--- config.mk ---
export PLATFORM = sky130hd
export DESIGN_NAME = dcr_decode
export DESIGN_NICKNAME = d
export VERILOG_FILES = /design/src/hw/dcr_pkg.sv /design/src/hw/dcr_pin_sync.sv /design/src/hw/dcr_decode.sv
export SDC_FILE = /design/constraint.sdc
export NUM_CORES = 1
export LEC_CHECK = 0
export ABC_AREA = 1
export BUFFER_PORTS_ARGS = -buffer_cell sky130_fd_sc_hd__buf_2
export CELL_PAD_IN_SITES_DETAIL_PLACEMENT = 0
export CELL_PAD_IN_SITES_GLOBAL_PLACEMENT = 2
export CORE_MARGIN = 4
export CORE_UTILIZATION = 34
export CTS_CLUSTER_DIAMETER = 60
export DETAILED_ROUTE_END_ITERATION = 16
export PLACE_DENSITY_LB_ADDON = 0.12
export SLEW_MARGIN = 15
export SYNTH_ARGS = -nofsm -noshare
export SYNTH_HDL_FRONTEND = slang
export SYNTH_SLANG_ARGS = --single-unit
--- constraint.sdc ---
create_clock -name clk_i -period 5.5 [get_ports clk_i]
set_input_delay 0 -clock clk_i [delete_from_list [all_inputs] [get_ports clk_i]]
set_output_delay 0 -clock clk_i [all_outputs]
set_load 0.01 [all_outputs]
--- src/hw/dcr_pkg.sv ---
// Constants for the debug command register decoder behind the debug TAP.
// Assumes a single 125 MHz system clock that oversamples the test clock.
package dcr_pkg;

  // ---------------------------------------------------------------
  // Command register layout
  // ---------------------------------------------------------------
  localparam int unsigned CMD_W      = 10;
  localparam int unsigned RW_BIT     = 0;
  localparam int unsigned GO_BIT     = 1;
  localparam int unsigned EXIT_BIT   = 2;
  localparam int unsigned SEL_LSB    = 3;
  localparam int unsigned SEL_MSB    = 9;
  localparam int unsigned SEL_W      = 7;
  localparam int unsigned DATA_W     = 32;
  localparam int unsigned EDM_BIT    = 31;

  localparam logic [CMD_W-1:0] CMD_RST    = 10'h011 << 3;
  localparam logic [CMD_W-1:0] STAT_FIXED = 10'h001;
  localparam int unsigned      STAT_DBG   = 3;

  // ---------------------------------------------------------------
  // Select codes
  // ---------------------------------------------------------------
  localparam logic [SEL_W-1:0] SEL_ID_REG     = 7'h02;
  localparam logic [SEL_W-1:0] SEL_CPU_SCAN   = 7'h10;
  localparam logic [SEL_W-1:0] SEL_NONE       = 7'h11;
  localparam logic [SEL_W-1:0] SEL_DBG_CTRL   = 7'h12;
  localparam logic [SEL_W-1:0] SEL_CMP_FIRST  = 7'h20;
  localparam logic [SEL_W-1:0] SEL_CMP_LAST   = 7'h2b;
  localparam logic [SEL_W-1:0] SEL_DBG_CNT    = 7'h2c;
  localparam logic [SEL_W-1:0] SEL_PC_HIST    = 7'h2d;
  localparam logic [SEL_W-1:0] SEL_EXT_CTRL   = 7'h2e;
  localparam logic [SEL_W-1:0] SEL_EXT_STAT   = 7'h2f;
  localparam logic [SEL_W-1:0] SEL_DBG_STAT   = 7'h30;
  localparam logic [SEL_W-1:0] SEL_CTRL_ZERO  = 7'h31;
  localparam logic [SEL_W-1:0] SEL_CTRL_LAST  = 7'h37;
  localparam logic [SEL_W-1:0] SEL_BAD_FIRST  = 7'h38;
  localparam logic [SEL_W-1:0] SEL_BAD_LAST   = 7'h3c;
  localparam logic [SEL_W-1:0] SEL_ACQ_MSG    = 7'h3d;
  localparam logic [SEL_W-1:0] SEL_EVT_CTRL   = 7'h3e;
  localparam logic [SEL_W-1:0] SEL_EXT_RES    = 7'h3f;
  localparam logic [SEL_W-1:0] SEL_GPR_FIRST  = 7'h70;
  localparam logic [SEL_W-1:0] SEL_GPR_LAST   = 7'h79;
  localparam logic [SEL_W-1:0] SEL_CACHE_CTRL = 7'h7a;
  localparam logic [SEL_W-1:0] SEL_CACHE_DATA = 7'h7b;

  // Arbitrary neutral identification value
  localparam logic [DATA_W-1:0] ID_CODE_DEF = 32'h0000_0001;

  typedef enum logic [1:0] {
    CLS_INVALID,
    CLS_BYPASS,
    CLS_RW,
    CLS_RO
  } dcr_class_type;

  typedef enum logic [3:0] {
    TST_RESET, TST_IDLE,
    TST_SEL_DR, TST_CAP_DR, TST_SHIFT_DR, TST_EXIT1_DR, TST_PAUSE_DR, TST_EXIT2_DR, TST_UPD_DR,
    TST_SEL_IR, TST_CAP_IR, TST_SHIFT_IR, TST_EXIT1_IR, TST_PAUSE_IR, TST_EXIT2_IR, TST_UPD_IR
  } dcr_tap_type;

endpackage : dcr_pkg

--- src/hw/dcr_pin_sync.sv ---
// Two-flop synchroniser for the test pins, with edge detect on the clock pin.
// Assumes pins are asynchronous to clk_i and the test clock is far slower.
`timescale 1ns/1ns
`default_nettype none
module dcr_pin_sync
(
  input  wire logic clk_i,
  input  wire logic srst_i,
  input  wire logic tck_i,
  input  wire logic tms_i,
  input  wire logic tdi_i,
  output logic      tms_o,
  output logic      tdi_o,
  output logic      rise_o,
  output logic      fall_o
);

  // Idle pin levels {tck, tms, tdi}: clock and mode select high, so no false edge after reset
  localparam logic [2:0] PIN_IDLE = 3'h6;

  logic [2:0] meta_ff;
  logic [2:0] sync_ff;
  logic       tck_prev_ff;

  // ---------------------------------------------------------------
  // Synchronisers
  // ---------------------------------------------------------------
  always_ff @(posedge clk_i)
  begin
    if (srst_i)
    begin
      meta_ff     <= PIN_IDLE;
      sync_ff     <= PIN_IDLE;
      tck_prev_ff <= PIN_IDLE[2];
    end
    else
    begin
      meta_ff     <= {tck_i, tms_i, tdi_i};
      sync_ff     <= meta_ff;
      tck_prev_ff <= sync_ff[2];
    end
  end

  assign tms_o  = sync_ff[1];
  assign tdi_o  = sync_ff[0];
  assign rise_o = sync_ff[2] & ~tck_prev_ff;
  assign fall_o = ~sync_ff[2] & tck_prev_ff;

endmodule : dcr_pin_sync
`default_nettype wire

--- src/hw/dcr_decode.sv ---
// Debug TAP: command register, select decode, data scan and run control.
// Assumes the core presents read data for rd_sel_o on rd_data_i at all times.
//
// Contract
// - Honoured exit bit leaves debug mode; clear exit bit keeps it.
// - Exit only honoured with go set and cpu scan or no-register selected.
// - Honoured go/exit takes effect on entry to Update-DR.
// - Debug request or status bit with external debug keeps core halted.
// - Select field bits 3..9 pick the resource for the next data scan.
// - Write scans to read-only resources change nothing.
// - Before external debug enable, only that bit of control zero is accessible.
// - External debug enable turns on external debug, locks software out.
// - Codes 10h cpu scan, 11h none, 12h control, 02h read-only id.
// - Codes 00-01, 03-0F, 13-1F, 38-3C are invalid.
// - Codes 20-2B select instruction, data address and data value compares.
// - 2C counter, 2D read-only pc history, 2E/2F external control/status.
// - 30 debug status, 31-37 debug control zero to six.
// - 3D acquisition message, 3E event control, 3F external resource.
// - 70-79 general purpose register selects zero to nine.
// - 7A cache access control, 7B cache access data.
// - Ten-bit command shifts from test input, loads on Update-IR.
// - Bit 0 picks write or read; ignored for read-only and bypass.
// - Go bit executes the cpu scan chain instruction.
`timescale 1ns/1ns
`default_nettype none
module dcr_decode
#(
  parameter logic [dcr_pkg::DATA_W-1:0] ID_CODE = dcr_pkg::ID_CODE_DEF
)
(
  input  wire logic                       clk_i,
  input  wire logic                       srst_i,
  input  wire logic                       tck_i,
  input  wire logic                       tms_i,
  input  wire logic                       tdi_i,
  input  wire logic                       dbg_request_i,
  input  wire logic                       dbg_status_any_i,
  input  wire logic [dcr_pkg::DATA_W-1:0] rd_data_i,
  output logic                            tdo_o,
  output logic                            tdo_oe_o,
  output logic [dcr_pkg::SEL_W-1:0]       rd_sel_o,
  output logic                            wr_stb_o,
  output logic [dcr_pkg::SEL_W-1:0]       wr_sel_o,
  output logic [dcr_pkg::DATA_W-1:0]      wr_data_o,
  output logic                            exec_o,
  output logic                            debug_mode_o,
  output logic                            ext_debug_enable_o,
  output logic                            sw_lock_o
);

  // ---------------------------------------------------------------
  // Decode
  // ---------------------------------------------------------------
  function automatic dcr_pkg::dcr_class_type sel_class(input logic [dcr_pkg::SEL_W-1:0] s);
    if (s == dcr_pkg::SEL_ID_REG || s == dcr_pkg::SEL_PC_HIST)
      sel_class = dcr_pkg::CLS_RO;
    else if (s == dcr_pkg::SEL_NONE)
      sel_class = dcr_pkg::CLS_BYPASS;
    else if (s == dcr_pkg::SEL_CPU_SCAN || s == dcr_pkg::SEL_DBG_CTRL)
      sel_class = dcr_pkg::CLS_RW;
    else if (s >= dcr_pkg::SEL_CMP_FIRST && s <= dcr_pkg::SEL_CTRL_LAST)
      sel_class = dcr_pkg::CLS_RW;
    else if (s >= dcr_pkg::SEL_ACQ_MSG && s <= dcr_pkg::SEL_EXT_RES)
      sel_class = dcr_pkg::CLS_RW;
    else if (s >= dcr_pkg::SEL_GPR_FIRST && s <= dcr_pkg::SEL_CACHE_DATA)
      sel_class = dcr_pkg::CLS_RW;
    else
      sel_class = dcr_pkg::CLS_INVALID;
  endfunction : sel_class

  function automatic dcr_pkg::dcr_tap_type tap_next(input dcr_pkg::dcr_tap_type s,
                                                   input logic m);
    unique case (s)
      dcr_pkg::TST_RESET:    tap_next = m ? dcr_pkg::TST_RESET   : dcr_pkg::TST_IDLE;
      dcr_pkg::TST_IDLE:     tap_next = m ? dcr_pkg::TST_SEL_DR  : dcr_pkg::TST_IDLE;
      dcr_pkg::TST_SEL_DR:   tap_next = m ? dcr_pkg::TST_SEL_IR  : dcr_pkg::TST_CAP_DR;
      dcr_pkg::TST_CAP_DR:   tap_next = m ? dcr_pkg::TST_EXIT1_DR : dcr_pkg::TST_SHIFT_DR;
      dcr_pkg::TST_SHIFT_DR: tap_next = m ? dcr_pkg::TST_EXIT1_DR : dcr_pkg::TST_SHIFT_DR;
      dcr_pkg::TST_EXIT1_DR: tap_next = m ? dcr_pkg::TST_UPD_DR  : dcr_pkg::TST_PAUSE_DR;
      dcr_pkg::TST_PAUSE_DR: tap_next = m ? dcr_pkg::TST_EXIT2_DR : dcr_pkg::TST_PAUSE_DR;
      dcr_pkg::TST_EXIT2_DR: tap_next = m ? dcr_pkg::TST_UPD_DR  : dcr_pkg::TST_SHIFT_DR;
      dcr_pkg::TST_UPD_DR:   tap_next = m ? dcr_pkg::TST_SEL_DR  : dcr_pkg::TST_IDLE;
      dcr_pkg::TST_SEL_IR:   tap_next = m ? dcr_pkg::TST_RESET   : dcr_pkg::TST_CAP_IR;
      dcr_pkg::TST_CAP_IR:   tap_next = m ? dcr_pkg::TST_EXIT1_IR : dcr_pkg::TST_SHIFT_IR;
      dcr_pkg::TST_SHIFT_IR: tap_next = m ? dcr_pkg::TST_EXIT1_IR : dcr_pkg::TST_SHIFT_IR;
      dcr_pkg::TST_EXIT1_IR: tap_next = m ? dcr_pkg::TST_UPD_IR  : dcr_pkg::TST_PAUSE_IR;
      dcr_pkg::TST_PAUSE_IR: tap_next = m ? dcr_pkg::TST_EXIT2_IR : dcr_pkg::TST_PAUSE_IR;
      dcr_pkg::TST_EXIT2_IR: tap_next = m ? dcr_pkg::TST_UPD_IR  : dcr_pkg::TST_SHIFT_IR;
      dcr_pkg::TST_UPD_IR:   tap_next = m ? dcr_pkg::TST_SEL_DR  : dcr_pkg::TST_IDLE;
    endcase
  endfunction : tap_next

  // ---------------------------------------------------------------
  // Signals
  // ---------------------------------------------------------------
  logic                       tms_s;
  logic                       tdi_s;
  logic                       tck_rise;
  logic                       tck_fall;
  dcr_pkg::dcr_tap_type       tap_ff;
  dcr_pkg::dcr_tap_type       nxt_tap;
  logic [dcr_pkg::CMD_W-1:0]  ir_ff;
  logic [dcr_pkg::CMD_W-1:0]  cmd_ff;
  logic [dcr_pkg::DATA_W-1:0] dr_ff;
  logic                       edm_ff;
  logic                       dbg_mode_ff;
  logic [dcr_pkg::SEL_W-1:0]  cur_sel;
  dcr_pkg::dcr_class_type     cur_cls;
  logic                       is_write;
  logic                       go_target;
  logic                       honour_exit;
  logic                       halt_cause;
  logic                       cap_ir_evt;
  logic                       upd_ir_evt;
  logic                       cap_dr_evt;
  logic                       upd_dr_evt;
  logic                       wide_dr;
  logic [dcr_pkg::DATA_W-1:0] cap_val;
  logic [dcr_pkg::DATA_W-1:0] edm_only;

  dcr_pin_sync u_pin_sync
  (
    .clk_i  (clk_i),
    .srst_i (srst_i),
    .tck_i  (tck_i),
    .tms_i  (tms_i),
    .tdi_i  (tdi_i),
    .tms_o  (tms_s),
    .tdi_o  (tdi_s),
    .rise_o (tck_rise),
    .fall_o (tck_fall)
  );

  assign nxt_tap     = tap_next(tap_ff, tms_s);
  assign cur_sel     = cmd_ff[dcr_pkg::SEL_MSB:dcr_pkg::SEL_LSB];
  assign cur_cls     = sel_class(cur_sel);
  assign is_write    = ~cmd_ff[dcr_pkg::RW_BIT] && cur_cls == dcr_pkg::CLS_RW;
  assign go_target   = cur_sel == dcr_pkg::SEL_CPU_SCAN || cur_sel == dcr_pkg::SEL_NONE;
  assign honour_exit = cmd_ff[dcr_pkg::GO_BIT] && cmd_ff[dcr_pkg::EXIT_BIT] && go_target;
  assign halt_cause  = dbg_request_i || (dbg_status_any_i && edm_ff);
  assign wide_dr     = cur_cls == dcr_pkg::CLS_RW || cur_cls == dcr_pkg::CLS_RO;
  assign cap_ir_evt  = tck_rise && nxt_tap == dcr_pkg::TST_CAP_IR;
  assign upd_ir_evt  = tck_rise && nxt_tap == dcr_pkg::TST_UPD_IR;
  assign cap_dr_evt  = tck_rise && nxt_tap == dcr_pkg::TST_CAP_DR;
  assign upd_dr_evt  = tck_rise && nxt_tap == dcr_pkg::TST_UPD_DR;
  assign edm_only    = {edm_ff, {(dcr_pkg::DATA_W-1){1'b0}}};

  always_comb
  begin
    if (cur_sel == dcr_pkg::SEL_ID_REG)
      cap_val = ID_CODE;
    else if (cur_sel == dcr_pkg::SEL_CTRL_ZERO && !edm_ff)
      cap_val = edm_only;
    else if (cur_sel == dcr_pkg::SEL_CTRL_ZERO)
    begin
      cap_val = rd_data_i;
      cap_val[dcr_pkg::EDM_BIT] = edm_ff;
    end
    else if (wide_dr)
      cap_val = rd_data_i;
    else
      cap_val = '0;
  end

  // ---------------------------------------------------------------
  // TAP state
  // ---------------------------------------------------------------
  always_ff @(posedge clk_i)
  begin
    if (srst_i)
      tap_ff <= dcr_pkg::TST_RESET;
    else if (tck_rise)
      tap_ff <= nxt_tap;
  end

  // ---------------------------------------------------------------
  // Command register scan
  // ---------------------------------------------------------------
  always_ff @(posedge clk_i)
  begin
    if (srst_i)
      ir_ff <= '0;
    else if (cap_ir_evt)
    begin
      ir_ff <= dcr_pkg::STAT_FIXED;
      ir_ff[dcr_pkg::STAT_DBG] <= dbg_mode_ff;
    end
    else if (tck_rise && tap_ff == dcr_pkg::TST_SHIFT_IR)
      ir_ff <= {tdi_s, ir_ff[dcr_pkg::CMD_W-1:1]};
  end

  always_ff @(posedge clk_i)
  begin
    if (srst_i || (tck_rise && tap_ff == dcr_pkg::TST_RESET))
      cmd_ff <= dcr_pkg::CMD_RST;
    else if (upd_ir_evt)
      cmd_ff <= ir_ff;
  end

  // ---------------------------------------------------------------
  // Data scan
  // ---------------------------------------------------------------
  always_ff @(posedge clk_i)
  begin
    if (srst_i)
      dr_ff <= '0;
    else if (cap_dr_evt)
      dr_ff <= cap_val;
    else if (tck_rise && tap_ff == dcr_pkg::TST_SHIFT_DR)
    begin
      if (wide_dr)
        dr_ff <= {tdi_s, dr_ff[dcr_pkg::DATA_W-1:1]};
      else
        dr_ff[0] <= tdi_s;
    end
  end

  always_ff @(posedge clk_i)
  begin
    if (srst_i)
    begin
      tdo_o    <= 1'b0;
      tdo_oe_o <= 1'b0;
    end
    else if (tck_fall)
    begin
      tdo_o    <= (tap_ff == dcr_pkg::TST_SHIFT_IR) ? ir_ff[0] : dr_ff[0];
      tdo_oe_o <= tap_ff == dcr_pkg::TST_SHIFT_IR || tap_ff == dcr_pkg::TST_SHIFT_DR;
    end
  end

  // ---------------------------------------------------------------
  // Resource write port
  // ---------------------------------------------------------------
  always_ff @(posedge clk_i)
  begin
    if (srst_i)
    begin
      wr_stb_o  <= 1'b0;
      wr_sel_o  <= '0;
      wr_data_o <= '0;
      rd_sel_o  <= '0;
    end
    else
    begin
      rd_sel_o <= cur_sel;
      wr_stb_o <= upd_dr_evt && is_write;
      if (upd_dr_evt && is_write)
      begin
        wr_sel_o <= cur_sel;
        if (cur_sel == dcr_pkg::SEL_CTRL_ZERO && !edm_ff)
          wr_data_o <= {dr_ff[dcr_pkg::EDM_BIT], {(dcr_pkg::DATA_W-1){1'b0}}};
        else
          wr_data_o <= dr_ff;
      end
    end
  end

  // ---------------------------------------------------------------
  // External debug enable
  // ---------------------------------------------------------------
  always_ff @(posedge clk_i)
  begin
    if (srst_i)
      edm_ff <= 1'b0;
    else if (upd_dr_evt && is_write && cur_sel == dcr_pkg::SEL_CTRL_ZERO)
      edm_ff <= dr_ff[dcr_pkg::EDM_BIT];
  end

  always_ff @(posedge clk_i)
  begin
    if (srst_i)
    begin
      ext_debug_enable_o <= 1'b0;
      sw_lock_o          <= 1'b0;
    end
    else
    begin
      ext_debug_enable_o <= edm_ff;
      sw_lock_o          <= edm_ff;
    end
  end

  // ---------------------------------------------------------------
  // Run control
  // ---------------------------------------------------------------
  always_ff @(posedge clk_i)
  begin
    if (srst_i)
      exec_o <= 1'b0;
    else
      exec_o <= upd_dr_evt && cmd_ff[dcr_pkg::GO_BIT] && go_target;
  end

  always_ff @(posedge clk_i)
  begin
    if (srst_i)
      dbg_mode_ff <= 1'b0;
    else if (halt_cause)
      dbg_mode_ff <= 1'b1;
    else if (upd_dr_evt && honour_exit)
      dbg_mode_ff <= 1'b0;
  end

  assign debug_mode_o = dbg_mode_ff;

  // ---------------------------------------------------------------
  // Checks
  // ---------------------------------------------------------------
  a_exit_cause: assert property (@(posedge clk_i) disable iff (srst_i)
    $fell(dbg_mode_ff) |-> $past(upd_dr_evt && honour_exit))
    else $error("debug mode left without honoured exit");

  a_exit_gated: assert property (@(posedge clk_i) disable iff (srst_i)
    (upd_dr_evt && dbg_mode_ff && !halt_cause && !honour_exit) |=> dbg_mode_ff)
    else $error("exit taken without go or on wrong target");

  a_stay_halted: assert property (@(posedge clk_i) disable iff (srst_i)
    (upd_dr_evt && honour_exit && halt_cause) |=> dbg_mode_ff)
    else $error("core left debug mode despite halt cause");

  a_write_target: assert property (@(posedge clk_i) disable iff (srst_i)
    wr_stb_o |-> $past(upd_dr_evt) && sel_class(wr_sel_o) == dcr_pkg::CLS_RW)
    else $error("write to read-only or invalid resource");

  a_write_select: assert property (@(posedge clk_i) disable iff (srst_i)
    wr_stb_o |-> wr_sel_o == $past(cur_sel) && !$past(cmd_ff[dcr_pkg::RW_BIT]))
    else $error("write went to wrong resource or on read");

  a_edm_mask: assert property (@(posedge clk_i) disable iff (srst_i)
    (wr_stb_o && wr_sel_o == dcr_pkg::SEL_CTRL_ZERO && !$past(edm_ff))
      |-> wr_data_o[dcr_pkg::EDM_BIT-1:0] == '0)
    else $error("control zero bits written before enable");

  a_lock_follow: assert property (@(posedge clk_i) disable iff (srst_i)
    $rose(edm_ff) |=> sw_lock_o && ext_debug_enable_o)
    else $error("software lock not applied");

  a_cmd_load: assert property (@(posedge clk_i) disable iff (srst_i)
    upd_ir_evt |=> cmd_ff == $past(ir_ff))
    else $error("command register not loaded at update");

  a_go_exec: assert property (@(posedge clk_i) disable iff (srst_i)
    (upd_dr_evt && cmd_ff[dcr_pkg::GO_BIT] && go_target) |=> exec_o ##1 !exec_o)
    else $error("go did not give one execute pulse");

  a_invalid_idle: assert property (@(posedge clk_i) disable iff (srst_i)
    (upd_dr_evt && cur_cls == dcr_pkg::CLS_INVALID) |=> !wr_stb_o && $stable(edm_ff))
    else $error("invalid code changed a resource");

endmodule : dcr_decode
`default_nettype wire

==> results of run 1 <==
[registers in the layout, summed over array words and instances (netlist names)]
name	flops
cmd_ff	10
debug_mode_o	1
dr_ff	32
edm_ff	1
exec_o	1
ir_ff	10
rd_sel_o	7
sw_lock_o	1
tap_ff	4
tdo_o	1
tdo_oe_o	1
u_pin_sync.meta_ff	3
u_pin_sync.sync_ff	3
u_pin_sync.tck_prev_ff	1
wr_data_o	32
wr_sel_o	7
wr_stb_o	1
[power by group through the flow]
stage | sequential [W] | combinational [W] | clock, W
after floorplan | 0.000867 | 0.0000283 | 0
after global routing | 0.000850 | 0.0000826 | 0.00115
after detailed placement | 0.000868 | 0.0000552 | 0
final | 0.000850 | 0.0000749 | 0.00108
after global placement | 0.000868 | 0.0000557 | 0
after CTS | 0.000850 | 0.0000751 | 0.00110
[through the flow]
step / hold slack [ns] / area, um2 / setup slack (ns)
CTS: 0.0549 / 6440 / 2.14
detailed placement: 0.191 / 5500 / 2.19
floorplan: 0.104 / 4980 / 3.77
global placement: 0.185 / 5500 / 2.25
finish: 0.0783 / 6450 / 2.13
global route: 0.0818 / 6450 / 1.73
[worst paths after layout]
path / to / depth (start not counted) / start / slack, ns
worst max-delay path: dr_ff[26] / 10 / cmd_ff[7] / 2.13
worst min-delay path: u_pin_sync.sync_ff[0] / 2 / srst_i / 0.08
worst max register to register: dr_ff[26] / 10 / cmd_ff[7] / 2.13
worst min register to register: u_pin_sync.sync_ff[0] / 2 / u_pin_sync.meta_ff[0] / 0.40
[synthesized netlist by cell type, types with 3 or more instances]
library cell	instances	share of area
buf_1	3	0.0023
inv_1	36	0.027
nor3_1	4	0.0040
nand3_2	13	0.026
nand3_1	79	0.079
nor2_2	5	0.0063
or2_2	4	0.0050
o21ai_1	21	0.021
o21ai_0	89	0.089
dfxtp_1	116	0.47
nand4_1	3	0.0038
o21ai_2	9	0.016
nand2_1	112	0.084
a21oi_1	61	0.061
inv_2	5	0.0038
o211ai_1	3	0.0045
clkbuf_1	22	0.017
nor2_1	53	0.040
buf_2	13	0.013
[cell families (layout without fill, tap and decap cells)]
group / count (synthesis) / count (layout)
simple gates: 282 / 282
flops: 116 / 116
compound gates: 187 / 187
buf+inv: 85 / 206
[worst max-delay path: cells and delay by family, from the launching register on]
family                 cells  cell delay [ns]
DFF                        1             0.47
AOI/OAI and AO/OA          3             0.65
and+or+nand+nor            5             1.60
buffers and inverters      2             0.51
[per-layer routing]
metal	track usage	part of all wire	up-vias
met5	0	0	-
met4	0.0593	0.0097	0
met3	0.0449	0.047	10
met2	0.272	0.44	138
met1	0.268	0.50	2313
li1	-	-	2479
[final cells by class]
type                    instances  area share
well taps                     180      0.0349
clock inverters                 9      0.0159
flip-flops and latches        116       0.360
repair buffers                131       0.132
inverters                      43      0.0250
multi-input cells             469       0.358
clock buffers                  23      0.0741
==> impl_metrics.yaml, run 1 <==
run_status:
  outcome: "complete, no violations"
grt:
  overflow: 0
  antenna_found_initial: 0
  track_usage: 0.185
  grt_pass1_vias: 4746
  grt_first_pass_wirelength_mm: 24.8
  grt_max_degree: 73
synthesis:
  synthCells: 670
  synth-main-ff-cell: "dfxtp_1"
  syn_area_um2: 4980
  synth-async-reset-ratio: 0
  synth_edf_count: 0
  synth_top_family_by_area: "simple AND/OR/NAND/NOR gates"
  synth_mux_area_frac: 0
  synth-seq-cells: 116
  synth_compound_area_frac: 0.199
  yosys.area_share.simple: 0.263
  synth_adder_area_share: 0
  avgSynthCellArea_um2: 7.44
  seq_area_frac_synth: 0.466
  synth_xor_xnor_area_share: 0
  ys_types: 33
  synth_nets: 709
  yosys_warnings: 0
power_and_ir_drop:
  p_leak_nw: 2.68
  p_int_w: 0.00158
  p_clk_frac: 0.538
  p_seq_frac: 0.424
  netSwitchingPower_w: 0.000423
  peakVddDrop_mv: 0.186
  power_density_nw_per_um2: 311
  fin_total_pwr_w: 0.00200
  sw_frac_of_total: 0.211
  comb_power_share: 0.037
placement:
  gp_congestion: 0.818
  place_inst: 902
  numPortBuffers: 91
  hpwl_mm: 9.69
die:
  ios: 92
  die-width_um: 129
  die_area_um2: 16700
  start_util: 0.354
  core_um2: 14100
  die_h_um: 129
  rows: 43
route:
  wirelength_mm: 14.8
  drt_iter0_markers: 422
  drc: 0
  postRouteAntennaNets: 0
  vias: 4940
  drt-wirelength-per-cell_um: 15.3
  post_drt_via_cell_ratio: 5.09
  drt_first_pass_iters: 8
sta:
  finalClockSkew_ns: 0.00811
  min_period_over_period: 0.613
  finalSetupTns_ns: 0
  timing.fmax_mhz: 297
  rsz0062_at_grt: "false"
  hold_violations: 0
  finalCriticalPeriod_ns: 3.37
  max_slew_margin: 0.281
  worstMarginPinSlew_ns: 1.08
  drv_slew: 0
  setup_viol: 0
critical_path:
  arrival_ns: 3.66
  critPathKind: "reg -> reg"
  critPathMaxStageDelay_ns: 0.61
  required_ns: 5.79
  worstPathCellList: "inv_1 > nand3_1 > nor2_1 > a21oi_1 > nand3_2 > nand2_1 > buf_4 > nand2_1 > o21ai_0 > a21oi_1"
  startpoint_type: "flip-flop"
  worstPathMaxFanout: 35
  cp-end-kind: "flip-flop"
  critPathSlowestCell: "nand3_2"
job:
  maxCapViolations: 0
cts:
  numCtsBuffers: 17
  cts_resized: 0
  clock_path_buffers: 2
  post_cts_buffers: 0
  clk_latency_ns: 0.41
  cts.sinks: 116
  cts_tree: "yes"
  ctsHoldBuffers: 36
  ctsHtreeMaxLevel: 4
  clk_pin_slew_worst_paths_ns: 0.05
  cts_root_buf: "clkbuf_16"
final_layout:
  multi_input_area_um2: 2310
  seq_area_um2: 2320
  layout_commonest_cell: "dfxtp_1"
  synthToLayoutAreaGrowth_pct: 29.4
  drive_gt1_frac: 0.209
  layout_common_cells: "dfxtp_1, nand2_1, buf_2"
  stdcell_count: 971
  fillers: 1478
  final_nets: 817
  antenna_cells: 0
  fin_util: 0.457
worst_hold_path:
  min_path_type: "in -> reg"
No activity file was read; power rests on OpenSTA's default activity.
==> inputs of run 2 (changes only) <==
--- a/config.mk
+++ b/config.mk
@@ -10,7 +10,7 @@
 export CELL_PAD_IN_SITES_DETAIL_PLACEMENT = 0
 export CELL_PAD_IN_SITES_GLOBAL_PLACEMENT = 2
 export CORE_MARGIN = 4
-export CORE_UTILIZATION = 34
+export CORE_UTILIZATION = 28
 export CTS_CLUSTER_DIAMETER = 60
 export DETAILED_ROUTE_END_ITERATION = 16
 export PLACE_DENSITY_LB_ADDON = 0.12
==> constraint.sdc (replaced) <==
create_clock -name clk_i -period 2.8 [get_ports clk_i]
set_input_delay 0 -clock clk_i [delete_from_list [all_inputs] [get_ports clk_i]]
set_output_delay 0 -clock clk_i [all_outputs]
set_load 0.01 [all_outputs]
==> impl_metrics.yaml, run 2 (synthesis results as in run 1) <==
sta:
  setup_viol: 0
  timing.fmax_mhz: 433
  finalClockSkew_ns: 0.00991
  finalCriticalPeriod_ns: 2.31
  worstMarginPinSlew_ns: 0.595
  hold_slack_ns: 0.0708
  rsz0062_at_grt: "false"
  min_period_over_period: 0.825
  max_slew_margin: 0.600
  hold_violations: 0
  finalSetupTns_ns: 0
  drv_slew: 0
final_layout:
  synthToLayoutAreaGrowth_pct: 30.8
  final_nets: 826
  fillers: 1835
  largestRegisters: "dr_ff (32), wr_data_o (32)"
  layout_commonest_cell: "dfxtp_1"
  layout_common_cells: "dfxtp_1, nand2_1, buf_2"
  fin_util: 0.376
  antenna_cells: 0
  fin_area_um2: 6520
  drive_gt1_frac: 0.217
grt:
  track_usage: 0.157
  grt_first_pass_wirelength_mm: 25.3
  overflow: 0
  antenna_found_initial: 0
  grt_max_degree: 40
  grt_pass1_vias: 4943
critical_path:
  required_ns: 3.07
  arrival_ns: 2.58
  ff2ff_path_depth: 10
  startpoint_type: "flip-flop"
  cp-end-kind: "flip-flop"
  critPathKind: "reg -> reg"
  worstPathMaxFanout: 39
cts:
  cts_root_buf: "clkbuf_16"
  cts_tree: "yes"
  clock_path_buffers: 2
  cts.sinks: 116
  clk_latency_ns: 0.41
  post_cts_buffers: 0
  numCtsBuffers: 17
  clk_pin_slew_worst_paths_ns: 0.05
  ctsHtreeMaxLevel: 4
route:
  post_drt_via_cell_ratio: 4.80
  drt-wirelength-per-cell_um: 15.0
  drt_iter0_markers: 281
  drt_first_pass_iters: 5
  drc: 0
  wirelength_mm: 15.3
  vias: 4907
  postRouteAntennaNets: 0
placement:
  hpwl_mm: 10.3
  dpl_cell_area_um2: 5640
  gp_congestion: 0.932
  numPortBuffers: 91
die:
  die-width_um: 141
  rows: 48
  die_area_um2: 20000
  core_um2: 17400
  start_util: 0.287
  ios: 92
  die_h_um: 141
job:
  maxCapViolations: 0
worst_hold_path:
  whs_path_depth: 4
  min_path_type: "in -> reg"
run_status:
  outcome: "complete, no violations"
power_and_ir_drop:
  peakVddDrop_mv: 0.405
  fin_total_pwr_w: 0.00372
  p_leak_nw: 2.70
  power_density_nw_per_um2: 571
-- run 2: cell type report --
| cell class | count | area [um2] | area share |
|---|---|---|---|
| clock buffer | 20 | 457 | 0.0701 |
| clock inverter | 9 | 60.1 | 0.00921 |
| inverter | 43 | 161 | 0.0248 |
| multi-input combinational | 469 | 2310 | 0.354 |
| sequential | 116 | 2320 | 0.356 |
| tap | 225 | 282 | 0.0432 |
| timing repair buffer | 140 | 926 | 0.142 |
-- run 2: power breakdown --
| part | switching, W | internal, W | leakage [nW] |
|---|---|---|---|
| Sequential | 0.00000780 | 0.00166 | 0.937 |
| Clock | 0.000751 | 0.00115 | 0.249 |
| Combinational | 0.0000726 | 0.0000723 | 1.51 |
| Total | 0.000831 | 0.00289 | 2.70 |
-- run 2: what timing repair did --
| action | CTS | global route |
|---|---|---|
| gates resized for setup | 0 | 0 |
| endpoints found under the hold margin | 35 | 0 |
| hold buffers | 36 | 0 |
-- run 2: worst max-delay path, cell delays in order, from the launching register on --
cell and delay (ns):
dfxtp_1 0.47, inv_1 0.20, nand3_1 0.21, nand3_1 0.10, nor2_1 0.15, nand3_2 0.16, nor2_4 0.31, nand2_2 0.06
buf_4 0.30, nand3_1 0.12, o21ai_0 0.08
-- run 2: path summary, 6_finish.rpt --
check	startpoint	end	slack, ns
setup reg to reg	u_pin_sync.sync_ff[1]	wr_data_o[6]	0.49
hold / removal	rd_data_i[31]	dr_ff[31]	0.07
setup / recovery	u_pin_sync.sync_ff[1]	wr_data_o[6]	0.49
hold reg to reg	u_pin_sync.meta_ff[2]	u_pin_sync.sync_ff[2]	0.40
-- run 2: through the flow --
stage,worst slack [ns],std cells
2_1_floorplan,1.07,670
3_3_place_gp,0.438,957
3_5_place_dp,0.521,957
4_1_cts,0.509,1022
5_1_grt,0.312,1022
6_report,0.491,1022
-- run 2: layer usage --
metal | GRT usage | vias to the layer above | wire [um]
met4 | 0.0490 | 0 | 202
li1 | - | 2489 | -
met3 | 0.0371 | 20 | 665
met1 | 0.195 | 2278 | 6950
met5 | 0 | - | 0
met2 | 0.268 | 120 | 7470
==> inputs of run 3 (changes only) <==
--- a/config.mk
+++ b/config.mk
@@ -10,7 +10,7 @@
 export CELL_PAD_IN_SITES_DETAIL_PLACEMENT = 0
 export CELL_PAD_IN_SITES_GLOBAL_PLACEMENT = 2
 export CORE_MARGIN = 4
-export CORE_UTILIZATION = 28
+export CORE_UTILIZATION = 31
 export CTS_CLUSTER_DIAMETER = 60
 export DETAILED_ROUTE_END_ITERATION = 16
 export PLACE_DENSITY_LB_ADDON = 0.12
==> constraint.sdc (replaced) <==
create_clock -name clk_i -period 2.4 [get_ports clk_i]
set_input_delay 0 -clock clk_i [delete_from_list [all_inputs] [get_ports clk_i]]
set_output_delay 0 -clock clk_i [all_outputs]
set_load 0.01 [all_outputs]
==> impl_metrics.yaml, run 3 (synthesis results as in run 1) <==
route:
  post_drt_via_cell_ratio: 4.80
  vias: 4888
  wirelength_mm: 15.2
  drt_first_pass_iters: 4
  postRouteAntennaNets: 0
  drt_iter0_markers: 373
  drt-wirelength-per-cell_um: 14.9
  drc: 0
final_layout:
  layout_commonest_cell: "dfxtp_1"
  layout_common_cells: "dfxtp_1, nand2_1, buf_2"
  fin_util: 0.417
  seq_area_um2: 2320
  drive_gt1_frac: 0.217
  synthToLayoutAreaGrowth_pct: 32.5
  largestRegisters: "dr_ff (32), wr_data_o (32)"
  multi_input_area_um2: 2310
  antenna_cells: 0
  final_nets: 831
  fillers: 1649
cts:
  clk_pin_slew_worst_paths_ns: 0.05
  clk_latency_ns: 0.41
  ctsHtreeMaxLevel: 4
  cts_tree: "yes"
  cts.sinks: 116
  post_cts_buffers: 0
  numCtsBuffers: 17
  cts_root_buf: "clkbuf_16"
  clock_path_buffers: 2
grt:
  grt_max_degree: 73
  antenna_found_initial: 0
  track_usage: 0.171
  grt_first_pass_wirelength_mm: 24.9
  overflow: 0
  grt_pass1_vias: 4823
critical_path:
  r2r_slack_ns: 0.27
  startpoint_type: "flip-flop"
  critPathTopFamily: "simple AND/OR/NAND/NOR gates"
  cp-end-kind: "flip-flop"
  arrival_ns: 2.42
  critPathKind: "reg -> reg"
  worstPathCellList: "nor2_1 > nand2_1 > nand3_1 > o21ai_0 > nand3_2 > nor2_4 > nand2_2 > buf_6 > nand3_1 > o21ai_0"
  cp_num_buf_inv: 1
  critPathSlowestCell: "dfxtp_1"
  required_ns: 2.69
  critPathMaxStageDelay_ns: 0.50
  worstPathMaxFanout: 39
sta:
  max_slew_margin: 0.633
  rsz0062_at_grt: "false"
  worstMarginPinSlew_ns: 0.546
  hold_violations: 0
  drv_slew: 0
  finalSetupTns_ns: 0
  hold_slack_ns: 0.0682
  timing.fmax_mhz: 469
  setup_viol: 0
  finalCriticalPeriod_ns: 2.13
  finalClockSkew_ns: 0.00893
  min_period_over_period: 0.889
die:
  die-width_um: 135
  core_um2: 15800
  start_util: 0.315
  die_h_um: 135
  rows: 46
  die_area_um2: 18200
  ios: 92
placement:
  numPortBuffers: 91
  hpwl_mm: 10.2
  gp_congestion: 0.797
job:
  maxCapViolations: 0
run_status:
  outcome: "complete, no violations"
power_and_ir_drop:
  power_density_nw_per_um2: 685
  p_leak_nw: 2.75
  peakVddDrop_mv: 0.455
worst_hold_path:
  min_path_type: "in -> reg"
==> run 3: layer usage <==
metal / track usage / vias to the layer above / wire [um]
met5: 0 / - / 0
met4: 0.0571 / 0 / 291
met3: 0.0466 / 23 / 601
met2: 0.278 / 108 / 7290
met1: 0.220 / 2260 / 7030
li1: - / 2497 / -
==> run 3: final timing paths <==
path,start,endpoint,cells past startpoint
worst max-delay path,tap_ff[1],wr_data_o[6],10
worst min-delay path,rd_data_i[31],dr_ff[31],4
worst max register to register,tap_ff[1],wr_data_o[6],10
worst min register to register,u_pin_sync.meta_ff[2],u_pin_sync.sync_ff[2],1
==> run 3: through the flow <==
step	area (um2)	cells	worst slack (ns)	power (W)
after floorplan	4980	670	0.674	0.00205
after global placement	5690	953	0.0798	0.00212
after detailed placement	5690	953	0.207	0.00212
after CTS	6600	1018	0.163	0.00459
after global routing	6610	1018	0.101	0.00471
final	6610	1018	0.267	0.00453
==> run 3: power by group <==
group,internal (W),switching (W)
sequential,0.00194,0.00000883
combinational,0.0000868,0.0000864
clock,0.00156,0.000845
==> run 3: repair_timing <==
| item | in CTS | in global routing |
|---|---|---|
| endpoints found under the setup margin | 0 | 11 |
| hold buffers | 36 | 0 |
| endpoints found under the hold margin | 35 | 0 |
| gates resized for setup | 0 | 1 |
==> run 3: cell type report <==
cell class / instances / share of cell area
Sequential cell: 116 / 0.352
Multi-Input combinational cell: 469 / 0.350
Clock inverter: 5 / 0.0117
Clock buffer: 24 / 0.0714
Timing Repair Buffer: 145 / 0.150
Inverter: 43 / 0.0244
Tap cell: 216 / 0.0409
==> run 3: tightest hold or removal path, cell delays in order <==
cell,delay [ns]
buf_2,0.11
o21ai_0,0.15
or2_1,0.11
a21oi_1,0.05
